**config.mk**
```make
export PLATFORM = sky130hd
export DESIGN_NAME = counter_pulse_mode_control
export DESIGN_NICKNAME = d
export VERILOG_FILES = /design/src/rtl/cpmc_pkg.sv /design/src/rtl/counter_pulse_mode_control.sv
export VERILOG_INCLUDE_DIRS = /design/src /design/src/rtl
export SDC_FILE = /design/constraint.sdc
export NUM_CORES = 1
export LEC_CHECK = 0
export ABC_AREA = 0
export CORE_MARGIN = 2
export CORE_UTILIZATION = 50
export CTS_CLUSTER_DIAMETER = 150
export CTS_CLUSTER_SIZE = 20
export DETAILED_ROUTE_END_ITERATION = 12
export DONT_BUFFER_PORTS = 1
export PLACE_DENSITY = 0.76
export RECOVER_POWER = 25
export SLEW_MARGIN = 30
export SYNTH_ARGS = -nofsm -noshare
export SYNTH_HDL_FRONTEND = slang
export SYNTH_SLANG_ARGS = --single-unit
```
**constraint.sdc**
```tcl
create_clock -name clk -period 4.7 [get_ports clk]
set_clock_uncertainty 0.15 [all_clocks]
set_input_delay 0.94 -clock clk [delete_from_list [all_inputs] [get_ports clk]]
set_output_delay 0.94 -clock clk [all_outputs]
set_load 0.02 [all_outputs]
```
**src/rtl/cpmc_cfg.svh**
```systemverilog
`ifndef CPMC_CFG_SVH
`define CPMC_CFG_SVH

// ==========================================================================
// Register offsets (byte addresses, one aligned word each)
// ==========================================================================
`define CPMC_ADDR_W          8
`define CPMC_OFF_PORT        8'h00
`define CPMC_OFF_CODE        8'h04
`define CPMC_OFF_NV_LO       8'h08
`define CPMC_OFF_NV_HI       8'h0C
`define CPMC_OFF_CTRL        8'h10
`define CPMC_OFF_STATUS      8'h14
`define CPMC_OFF_INT_STATUS  8'h18
`define CPMC_OFF_INT_MASK    8'h1C

// ==========================================================================
// Field positions
// ==========================================================================
`define CPMC_CTRL_GO_BIT     0
`define CPMC_ST_FAULT_BIT    0
`define CPMC_ST_CMP_LSB      8
`define CPMC_INT_DONE_BIT    0
`define CPMC_INT_FAULT_BIT   1

// ==========================================================================
// Port specifiers and control codes
// ==========================================================================
`define CPMC_PORT_PULSE0     16'h0000
`define CPMC_PORT_PULSE1     16'h0001
`define CPMC_PORT_CNT_FIRST  16'h0010
`define CPMC_PORT_CNT_LAST   16'h0015
`define CPMC_PORT_PWM        16'h1000
`define CPMC_CODE_START_CMP  16'h0000
`define CPMC_CODE_STOP_CMP   16'h0001
`define CPMC_CODE_LOAD_PV    16'h0002
`define CPMC_CODE_STOP_OUT   16'h0003

// ==========================================================================
// Reset values
// ==========================================================================
`define CPMC_RST_WORD        16'h0000
`define CPMC_RST_MASK        2'h0

`endif

```
**src/rtl/cpmc_pkg.sv**
```systemverilog
package cpmc_pkg;

  typedef enum logic [1:0] {
    PC_PULSE,
    PC_COUNTER,
    PC_PWM,
    PC_INVALID
  } cpmc_port_class_t;

  typedef struct packed {
    logic        pready;
    logic        pslverr;
    logic [31:0] prdata;
    logic [15:0] port;
    logic [15:0] code;
    logic [15:0] nvLo;
    logic [15:0] nvHi;
    logic        fault;
    logic [5:0]  cmpEn;
    logic        loadStb;
    logic [3:0]  loadPort;
    logic        loadSigned;
    logic [31:0] loadVal;
    logic [2:0]  stopStb;
    logic [2:0]  clrStb;
    logic [1:0]  intSt;
    logic [1:0]  intMask;
    logic        irq;
  } cpmc_state_t;

endpackage

```
**src/rtl/counter_pulse_mode_control.sv**
```systemverilog
// Implementation choices: the APB register port and the placing of the registers.
`timescale 1ns/1ps
`include "cpmc_cfg.svh"

// How it works
// - Port 0000/0001 is pulse output, 0010-0015 counters 0-5, 1000 is PWM.
// - Codes: 0000 start compare, 0001 stop compare, 0002 load value, 0003 stop output.
// - Pulse ports: load, stop; counters: start, stop compare, load; PWM: stop only.
// - A forbidden port and code pairing sets the fault flag and does nothing.
// - Out-of-range port or code sets the fault flag; the new value is never range-checked.
// - The two new-value words are used only by the load code.
// - Start compare enables comparing the counter against its target table.
// - Start compare without a registered table sets the fault flag.
// - Stop compare disables comparing for the selected counter.
// - Loading a pulse output that is running sets the fault flag.
// - Loading a counter port not set up as counter sets the fault flag.
// - Pulse outputs and signed-mode counters take the value as signed 32-bit.
// - Increment-only and ring-mode counters take the value as unsigned 32-bit.
// - Stop output halts the pulse or PWM port at once, no deceleration.
// - Stop output on an already halted port clears its pulse amount.
// - A command from an ISR that broke a table registration sets the fault flag.
// - A command with no fault condition clears the fault flag.
module counter_pulse_mode_control (
  input  wire logic        clk,
  input  wire logic        rst,
  input  wire logic        psel,
  input  wire logic        penable,
  input  wire logic        pwrite,
  input  wire logic [31:0] paddr,
  input  wire logic [31:0] pwdata,
  output logic             pready,
  output logic [31:0]      prdata,
  output logic             pslverr,
  input  wire logic [5:0]  tableRegistered,
  input  wire logic [5:0]  counterConfigured,
  input  wire logic [5:0]  counterSignedMode,
  input  wire logic [2:0]  pulseActive,
  input  wire logic        isrBrokeTableReg,
  output logic [5:0]       compareEnable,
  output logic             pvLoadStrobe,
  output logic [3:0]       pvLoadPort,
  output logic             pvLoadSigned,
  output logic [31:0]      pvLoadValue,
  output logic [2:0]       stopOutputStrobe,
  output logic [2:0]       clearAmountStrobe,
  output logic             irq
);

  cpmc_pkg::cpmc_state_t st_ff;
  cpmc_pkg::cpmc_state_t nxt_st;

  // ==========================================================================
  // Port decode
  // ==========================================================================
  cpmc_pkg::cpmc_port_class_t portClass;
  logic [3:0]                 portIdx;

  always_comb begin
    portClass = cpmc_pkg::PC_INVALID;
    portIdx   = 4'h0;
    if (st_ff.port == `CPMC_PORT_PULSE0 || st_ff.port == `CPMC_PORT_PULSE1) begin
      portClass = cpmc_pkg::PC_PULSE;
      portIdx   = st_ff.port[3:0];
    end else if (st_ff.port >= `CPMC_PORT_CNT_FIRST && st_ff.port <= `CPMC_PORT_CNT_LAST) begin
      portClass = cpmc_pkg::PC_COUNTER;
      portIdx   = st_ff.port[3:0];
    end else if (st_ff.port == `CPMC_PORT_PWM) begin
      portClass = cpmc_pkg::PC_PWM;
      portIdx   = 4'h2;
    end
  end

  // ==========================================================================
  // Command checks
  // ==========================================================================
  logic comboOk;
  logic codeOk;
  logic condFault;
  logic cmdFault;
  logic outRunning;

  always_comb begin
    codeOk     = (st_ff.code <= `CPMC_CODE_STOP_OUT);
    comboOk    = 1'b0;
    condFault  = 1'b0;
    outRunning = pulseActive[portIdx[1:0]];
    case (portClass)
      cpmc_pkg::PC_PULSE: begin
        comboOk = (st_ff.code == `CPMC_CODE_LOAD_PV) ||
                  (st_ff.code == `CPMC_CODE_STOP_OUT);
        if (st_ff.code == `CPMC_CODE_LOAD_PV && outRunning) begin
          condFault = 1'b1;
        end
      end
      cpmc_pkg::PC_COUNTER: begin
        comboOk = (st_ff.code == `CPMC_CODE_START_CMP) ||
                  (st_ff.code == `CPMC_CODE_STOP_CMP) ||
                  (st_ff.code == `CPMC_CODE_LOAD_PV);
        if (st_ff.code == `CPMC_CODE_START_CMP && !tableRegistered[portIdx[2:0]]) begin
          condFault = 1'b1;
        end
        if (st_ff.code == `CPMC_CODE_LOAD_PV && !counterConfigured[portIdx[2:0]]) begin
          condFault = 1'b1;
        end
      end
      cpmc_pkg::PC_PWM: begin
        comboOk = (st_ff.code == `CPMC_CODE_STOP_OUT);
      end
      default: begin
        comboOk = 1'b0;
      end
    endcase
    // The full 32-bit pattern space is legal in both signed and unsigned
    // interpretation, so the new value itself can never be out of range.
    cmdFault = !codeOk || !comboOk || condFault || isrBrokeTableReg;
  end

  // ==========================================================================
  // APB slave, command execution and interrupts
  // ==========================================================================
  logic        access;
  logic        wrAcc;
  logic        go;
  logic [7:0]  addr;
  logic        mapped;
  logic [31:0] rdData;
  logic [1:0]  intSet;

  always_comb begin
    nxt_st = st_ff;
    addr   = paddr[7:0];
    // One wait state: the answer is registered, so pready rises a cycle late.
    access = psel && penable && !st_ff.pready;
    wrAcc  = access && pwrite;
    mapped = (paddr[31:8] == 24'h000000) && (addr[1:0] == 2'h0) &&
             (addr <= `CPMC_OFF_INT_MASK);
    go     = wrAcc && mapped && (addr == `CPMC_OFF_CTRL) && pwdata[`CPMC_CTRL_GO_BIT];
    intSet = 2'h0;

    nxt_st.pready  = access;
    nxt_st.pslverr = access && !mapped;
    nxt_st.loadStb = 1'b0;
    nxt_st.stopStb = 3'h0;
    nxt_st.clrStb  = 3'h0;

    rdData = 32'h00000000;
    case (addr)
      `CPMC_OFF_PORT:       rdData = {16'h0000, st_ff.port};
      `CPMC_OFF_CODE:       rdData = {16'h0000, st_ff.code};
      `CPMC_OFF_NV_LO:      rdData = {16'h0000, st_ff.nvLo};
      `CPMC_OFF_NV_HI:      rdData = {16'h0000, st_ff.nvHi};
      `CPMC_OFF_STATUS:     rdData = {18'h00000, st_ff.cmpEn, 7'h00, st_ff.fault};
      `CPMC_OFF_INT_STATUS: rdData = {30'h00000000, st_ff.intSt};
      `CPMC_OFF_INT_MASK:   rdData = {30'h00000000, st_ff.intMask};
      default:              rdData = 32'h00000000;
    endcase
    nxt_st.prdata = (access && !pwrite && mapped) ? rdData : 32'h00000000;

    if (wrAcc && mapped) begin
      case (addr)
        `CPMC_OFF_PORT:     nxt_st.port    = pwdata[15:0];
        `CPMC_OFF_CODE:     nxt_st.code    = pwdata[15:0];
        `CPMC_OFF_NV_LO:    nxt_st.nvLo    = pwdata[15:0];
        `CPMC_OFF_NV_HI:    nxt_st.nvHi    = pwdata[15:0];
        `CPMC_OFF_INT_MASK: nxt_st.intMask = pwdata[1:0];
        default: begin
        end
      endcase
    end

    if (go) begin
      intSet[`CPMC_INT_DONE_BIT] = 1'b1;
      if (cmdFault) begin
        nxt_st.fault                = 1'b1;
        intSet[`CPMC_INT_FAULT_BIT] = 1'b1;
      end else begin
        nxt_st.fault = 1'b0;
        case (st_ff.code)
          `CPMC_CODE_START_CMP: nxt_st.cmpEn[portIdx[2:0]] = 1'b1;
          `CPMC_CODE_STOP_CMP:  nxt_st.cmpEn[portIdx[2:0]] = 1'b0;
          `CPMC_CODE_LOAD_PV: begin
            nxt_st.loadStb    = 1'b1;
            nxt_st.loadPort   = portIdx;
            nxt_st.loadVal    = {st_ff.nvHi, st_ff.nvLo};
            nxt_st.loadSigned = (portClass == cpmc_pkg::PC_PULSE) ||
                                counterSignedMode[portIdx[2:0]];
          end
          `CPMC_CODE_STOP_OUT: begin
            if (outRunning) begin
              nxt_st.stopStb[portIdx[1:0]] = 1'b1;
            end else begin
              nxt_st.clrStb[portIdx[1:0]] = 1'b1;
            end
          end
          default: begin
          end
        endcase
      end
    end

    // Write-one-to-clear, but a new event in the same cycle wins.
    if (wrAcc && mapped && addr == `CPMC_OFF_INT_STATUS) begin
      nxt_st.intSt = (st_ff.intSt & ~pwdata[1:0]) | intSet;
    end else begin
      nxt_st.intSt = st_ff.intSt | intSet;
    end
    nxt_st.irq = |(nxt_st.intSt & nxt_st.intMask);
  end

  always_ff @(posedge clk or posedge rst) begin
    if (rst) begin
      st_ff         <= '0;
      st_ff.port    <= `CPMC_RST_WORD;
      st_ff.code    <= `CPMC_RST_WORD;
      st_ff.intMask <= `CPMC_RST_MASK;
    end else begin
      st_ff <= nxt_st;
    end
  end

  assign pready            = st_ff.pready;
  assign prdata            = st_ff.prdata;
  assign pslverr           = st_ff.pslverr;
  assign compareEnable     = st_ff.cmpEn;
  assign pvLoadStrobe      = st_ff.loadStb;
  assign pvLoadPort        = st_ff.loadPort;
  assign pvLoadSigned      = st_ff.loadSigned;
  assign pvLoadValue       = st_ff.loadVal;
  assign stopOutputStrobe  = st_ff.stopStb;
  assign clearAmountStrobe = st_ff.clrStb;
  assign irq               = st_ff.irq;

endmodule

```
# Word level (Yosys, flattened, before mapping)
# Cells that the tools add are included.
# totals
register_bits	154
wordCells	133
output_inout_bits	85
input_bits	91
# op_classes
n_mux	37
bitwise	9
magnitude_cmp	8
eq_ne	14
n_reduce_logical	47
# ops
op	count
$pmux W16 S7	1
$mux W44	2
$mux W38	1
$eq A16 B1 Y1 const B	2
$eq A16 B2 Y1 const B	2
$eq A8 B5 Y1 const B	4
$logic_not A16 Y1	2
$mux W32	1
$logic_not A24 Y1	1
$logic_and A1 B1 Y1	18
$eq A16 B13 Y1 const B	1
$eq A8 B4 Y1 const B	2
$ge A16 B5 Y1 const B	1
$le A16 B2 Y1 const B	1
$le A16 B5 Y1 const B	1
$mux W2	7
$pmux W6 S2	1
$mux W1	11
$bmux W1 S3	3
$eq A8 B3 Y1 const B	1
$le A8 B5 Y1 const B	1
$logic_not A8 Y1	1
$logic_or A1 B1 Y1	8
$mux W4	2
other kinds (26)	40

# Longest topological paths before layout
# depth
ltp_word	19
ltp_mapped	10
mapped_depth_nobuf	7

# Worst setup path after synthesis
# Ideal clock, no wire load.
# synth_path
kind	input-to-reg
start	input paddr[0]
end	register st_ff[72] (netlist bit)
arrival_time_ns	3.498
setup_ns	0.125
n_path_buf	1
setup_slack_ns	0.927
required_ns	4.425
cell_stages	6
cell_sequence	or4_1 nor4_1 nand4_1 nor4_1 clkbuf_1 mux2_2
# synth_between
elab_chain_len	5
word_cells_on_any_way	7
classes_between	order compare: 1; eq/ne: 1; reduce/logical: 5
# synth_lines
item	line	rtl
start, declared	counter_pulse_mode_control.sv:29	input wire logic [31:0] paddr,
parallel branches: the longest is 4 deep, another holds $le A8 B5 Y1	-	
$reduce_and A2 Y1 (no line) (*)	-	
end signal, assigned	counter_pulse_mode_control.sv:217	st_ff <= nxt_st;
end, declared	counter_pulse_mode_control.sv:49	cpmc_pkg::cpmc_state_t st_ff;
# Mark *: on every way between the ends.
# A chain may end at the register's enable or synchronous reset.

# Final worst setup path
# layout_path
start	register st_ff[113] (netlist bit)
end	register st_ff, in the netlist pvLoadValue[30]
# layout_between
elab_chain_len	15
word_cells_on_any_way	38
classes_between	order compare: 2; eq/ne: 4; mux: 17; bitwise: 1; reduce/logical: 14
# layout_lines
item	line	rtl
$ge A16 B5 Y1 (no line), or another cell as far along	-	
$logic_and A1 B1 Y1 (no line) or $mux W2 (tied branches)	-	
$mux W4	counter_pulse_mode_control.sv:64	end else if (st_ff.port >= `CPMC_PORT_CNT_FIRST && st_ff.port <= `CPMC_PORT_CNT_LAST) begin
$mux W4	counter_pulse_mode_control.sv:61	if (st_ff.port == `CPMC_PORT_PULSE0 || st_ff.port == `CPMC_PORT_PULSE1) begin
$bmux W1 S3	counter_pulse_mode_control.sv:99	if (st_ff.code == `CPMC_CODE_START_CMP && !tableRegistered[portIdx[2:0]]) begin
$mux W1 (not written as such)	counter_pulse_mode_control.sv:99	
$logic_not A1 Y1	counter_pulse_mode_control.sv:99	
$logic_and A1 B1 Y1	counter_pulse_mode_control.sv:99	
$mux W1	counter_pulse_mode_control.sv:99	
$mux W1	counter_pulse_mode_control.sv:102	if (st_ff.code == `CPMC_CODE_LOAD_PV && !counterConfigured[portIdx[2:0]]) begin
$pmux W1 S2	counter_pulse_mode_control.sv:87	case (portClass)
$logic_or A1 B1 Y1 (*) (2 in a row)	counter_pulse_mode_control.sv:115	cmdFault = !codeOk || !comboOk || condFault || isrBrokeTableReg;
$not A1 Y1 (no line) (*)	-	
$reduce_and A3 Y1 (no line) (*)	-	
# Every way passes the cells marked *; elsewhere a longest branch is shown, timed or not. The select of a mux whose other input is x is not followed.

==> results.cfg <==
[setup_path]
end_kind = flop
crit_start = st_ff[113]
path_cells = or4_1, nor4_4, a2111oi_0, a211oi_2, nor4_1, nor4_4, buf_4, mux2_2
path_class = reg2reg
crit_arrival_ps = 4100
crit_top_cell = nor4_4
ff2ff_path_depth = 8
cp.required_ps = 4850
reg2reg_to = pvLoadValue[30]
critPathLaunchType = flop
r2r-start = st_ff[113]
cp_slowest_stage_delay_ps = 680
crit_path_max_fanout = 37
rrSetupSlack_ps = 750
slowest_stage = or4_1

[synthesis]
synth_ff_type = dfrtp_1
synth.distinct_cells = 60
synthArstFlopShare_pct = 100
yosysWarnings = 0
synth_edf_count = 0
synth_area_leaders = dfrtp_1 (49%), mux2_2 (14%), buf_4 (8.6%)
netlist.area_leader.share_pct = 49.4
ys_ff_latch = 138
yosysSeqAreaShare_pct = 49.4
syn_area_per_cell_sq_um = 11.6
synthCells = 603
yosys.area.top_type = dfrtp_1
syn-cell-area_sq_mm = 0.00699

[placement]
hpwl_microns = 11700
numPortBuffers = 0
place_congestion = 0.892

[sta]
worst_pin_slew_ps = 1620
finalHoldViolations = 0
setup-tns-final_ps = 0
drv_slew = 30
finalCritPeriodShare_pct = 84.1
fmax_mhz = 253
post-route-min-period_ps = 3950
relSlewSlack_pct = -7.76
rsz0062_at_grt = false
timing.hold.ws_ps = 359
final-setup-viol-count = 0

[clocking]
cts_hold_buf = 0
h-tree-depth = 4
clockBufferDepth = 2
root_buffer = clkbuf_16
clkSinkCount = 138
cts_tree = built
cts.clk_slew.worst_paths_ps = 60
cts.repair.resized = 0
cts_buffers = 17
clk_latency_ps = 420
post_cts_buffers = 0

[floorplan]
die_area_sq_mm = 0.0149
design.core.area_sq_mm = 0.0138
pin_count = 176
chipWidth_microns = 122
die_y_microns = 122
initial_core_util_pct = 50.7
row_count = 43

[routing]
antenna_left = 0
drc = 0
route.vias.total = 4544
dr.first_iter.drc_count = 429
drt-total-wl_microns = 16500
detail_route.wl_per_cell_microns = 22.3
drtPass1Iterations = 7
viasPerCell = 6.17

[power_and_ir_drop]
max-vdd-ir-drop_uv = 255
static-leakage-power_nw = 3.46
power_density_mw_per_mm2 = 369

[global_routing]
first_global_vias = 4642
use_met2_pct = 35.9
grt_pass1_wl_microns = 25300
grt_usage_pct = 22.4
antenna_found_initial = 0
grt_max_degree = 87
use_met3_pct = 7.99
grt_overflow_total = 0
busiest_layer = met2
grtUsageMet1_pct = 27.7

[layout]
fin_nets = 637
drive_gt1_share_pct = 24.2
syn2layout_area_growth_pct = 4.44
diodes = 0
utilization_pct = 53.0

[status]
outcome = complete, but fails checks
violations = capacitance limit, slew limit

[job]
drv_cap = 1

[hold_path]
worstHoldEndpoint = st_ff[55]
hold_path.startpoint = st_ff[55]
holdPathStages = 2
hold_path.class = reg2reg
-- power breakdown --
| part | switching, mW | total (mW) | internal [mW] |
|---|---|---|---|
| Sequential | 0.00189 | 1.19 | 1.19 |
| Clock | 0.497 | 1.45 | 0.953 |
| Combinational | 0.0425 | 0.0520 | 0.00950 |
-- synth_stat cells (all sizes together) (6+ instances only) --
master,n
and3,9
mux2i,10
clkbuf,19
o21ai,15
inv,9
a222oi,14
buf,85
a21oi,10
mux2,114
nor3,20
nor4,18
nand4,6
and2,6
nor2,23
dfrtp,138
nand2,37
nand3,7
-- worst max-delay path by stage --
stage	cells after the start	slack, ps	endpoint
2_1_floorplan	6	930	st_ff[72]
3_3_place_gp	7	790	pvLoadValue[31]
3_5_place_dp	7	730	pvLoadValue[30]
4_1_cts	8	730	pvLoadValue[30]
5_1_grt	3	280	st_ff[75]
6_report	8	750	pvLoadValue[30]
-- registers in the layout (all words and copies together), names as in the netlist, named ones only --
name,count
st_ff,69
pvLoadValue,32
prdata,16
pvLoadPort,4
clearAmountStrobe,3
stopOutputStrobe,3
irq,1
pready,1
pslverr,1
pvLoadSigned,1
pvLoadStrobe,1
-- layer usage --
metal | up-vias | part of all wire (%)
li1 | 2007 | -
met5 | - | 0
met3 | 31 | 8.2
met4 | 0 | 2.2
met1 | 2309 | 41
met2 | 197 | 49
-- logic make-up (layout without fill, tap and decap cells) --
logic type / Yosys count / count (layout) / share of synthesized area, %
other: 1 / 16 / 0.0537
and+or+nand+nor: 153 / 153 / 12.1
muxes: 124 / 124 / 19.8
buffers and inverters: 113 / 52 / 10.7
AOI/OAI and AO/OA: 74 / 74 / 7.89
DFF: 138 / 138 / 49.4
-- layout make-up --
type	instances	area [sq um]
clock buffers	20	447
repair buffers	13	93.8
multi-input cells	367	2860
fillers	1163	6470
clock inverters	10	190
inverters	9	35.0
well taps	180	225
flip-flops and latches	138	3450
-- layout by cell type, fill, tap and decap left out, types with 3 or more instances in the layout --
cell,netlist,routed
o31ai_1,5,5
o2111ai_1,3,3
mux2i_1,10,10
o21ai_0,15,15
a22oi_1,3,3
clkbuf_16,0,17
dfrtp_1,138,138
a222oi_1,14,14
mux2_2,85,85
nor2_1,23,23
nor2b_1,4,4
and3_1,9,9
mux2_1,29,29
nand2_1,37,37
nand3_1,7,7
nand4_1,6,6
bufinv_16,0,5
and2_1,6,6
inv_1,9,8
buf_4,80,11
or4_1,5,5
nor3_1,20,20
a21oi_1,10,10
conb_1,1,16
clkbuf_1,19,3
nor4_1,15,14
-- critical path: cells and delay by family (launching register included) --
| kind | cells | cell delay [ps] |
|---|---|---|
| AOI/OAI and AO/OA | 2 | 600 |
| buffers and inverters | 1 | 480 |
| DFF | 1 | 400 |
| muxes | 1 | 400 |
| and+or+nand+nor | 4 | 1770 |
-- metrics by stage --
step | cells | setup slack [ps] | cell area, sq um | total power [mW]
global placement | 706 | 791 | 6670 | 1.27
global route | 737 | 281 | 7300 | 2.77
CTS | 737 | 728 | 7330 | 2.71
detailed placement | 707 | 730 | 6690 | 1.27
floorplan | 618 | 927 | 7050 | 1.27
finish | 737 | 747 | 7300 | 2.69
Power figures use the tool's default switching activity.
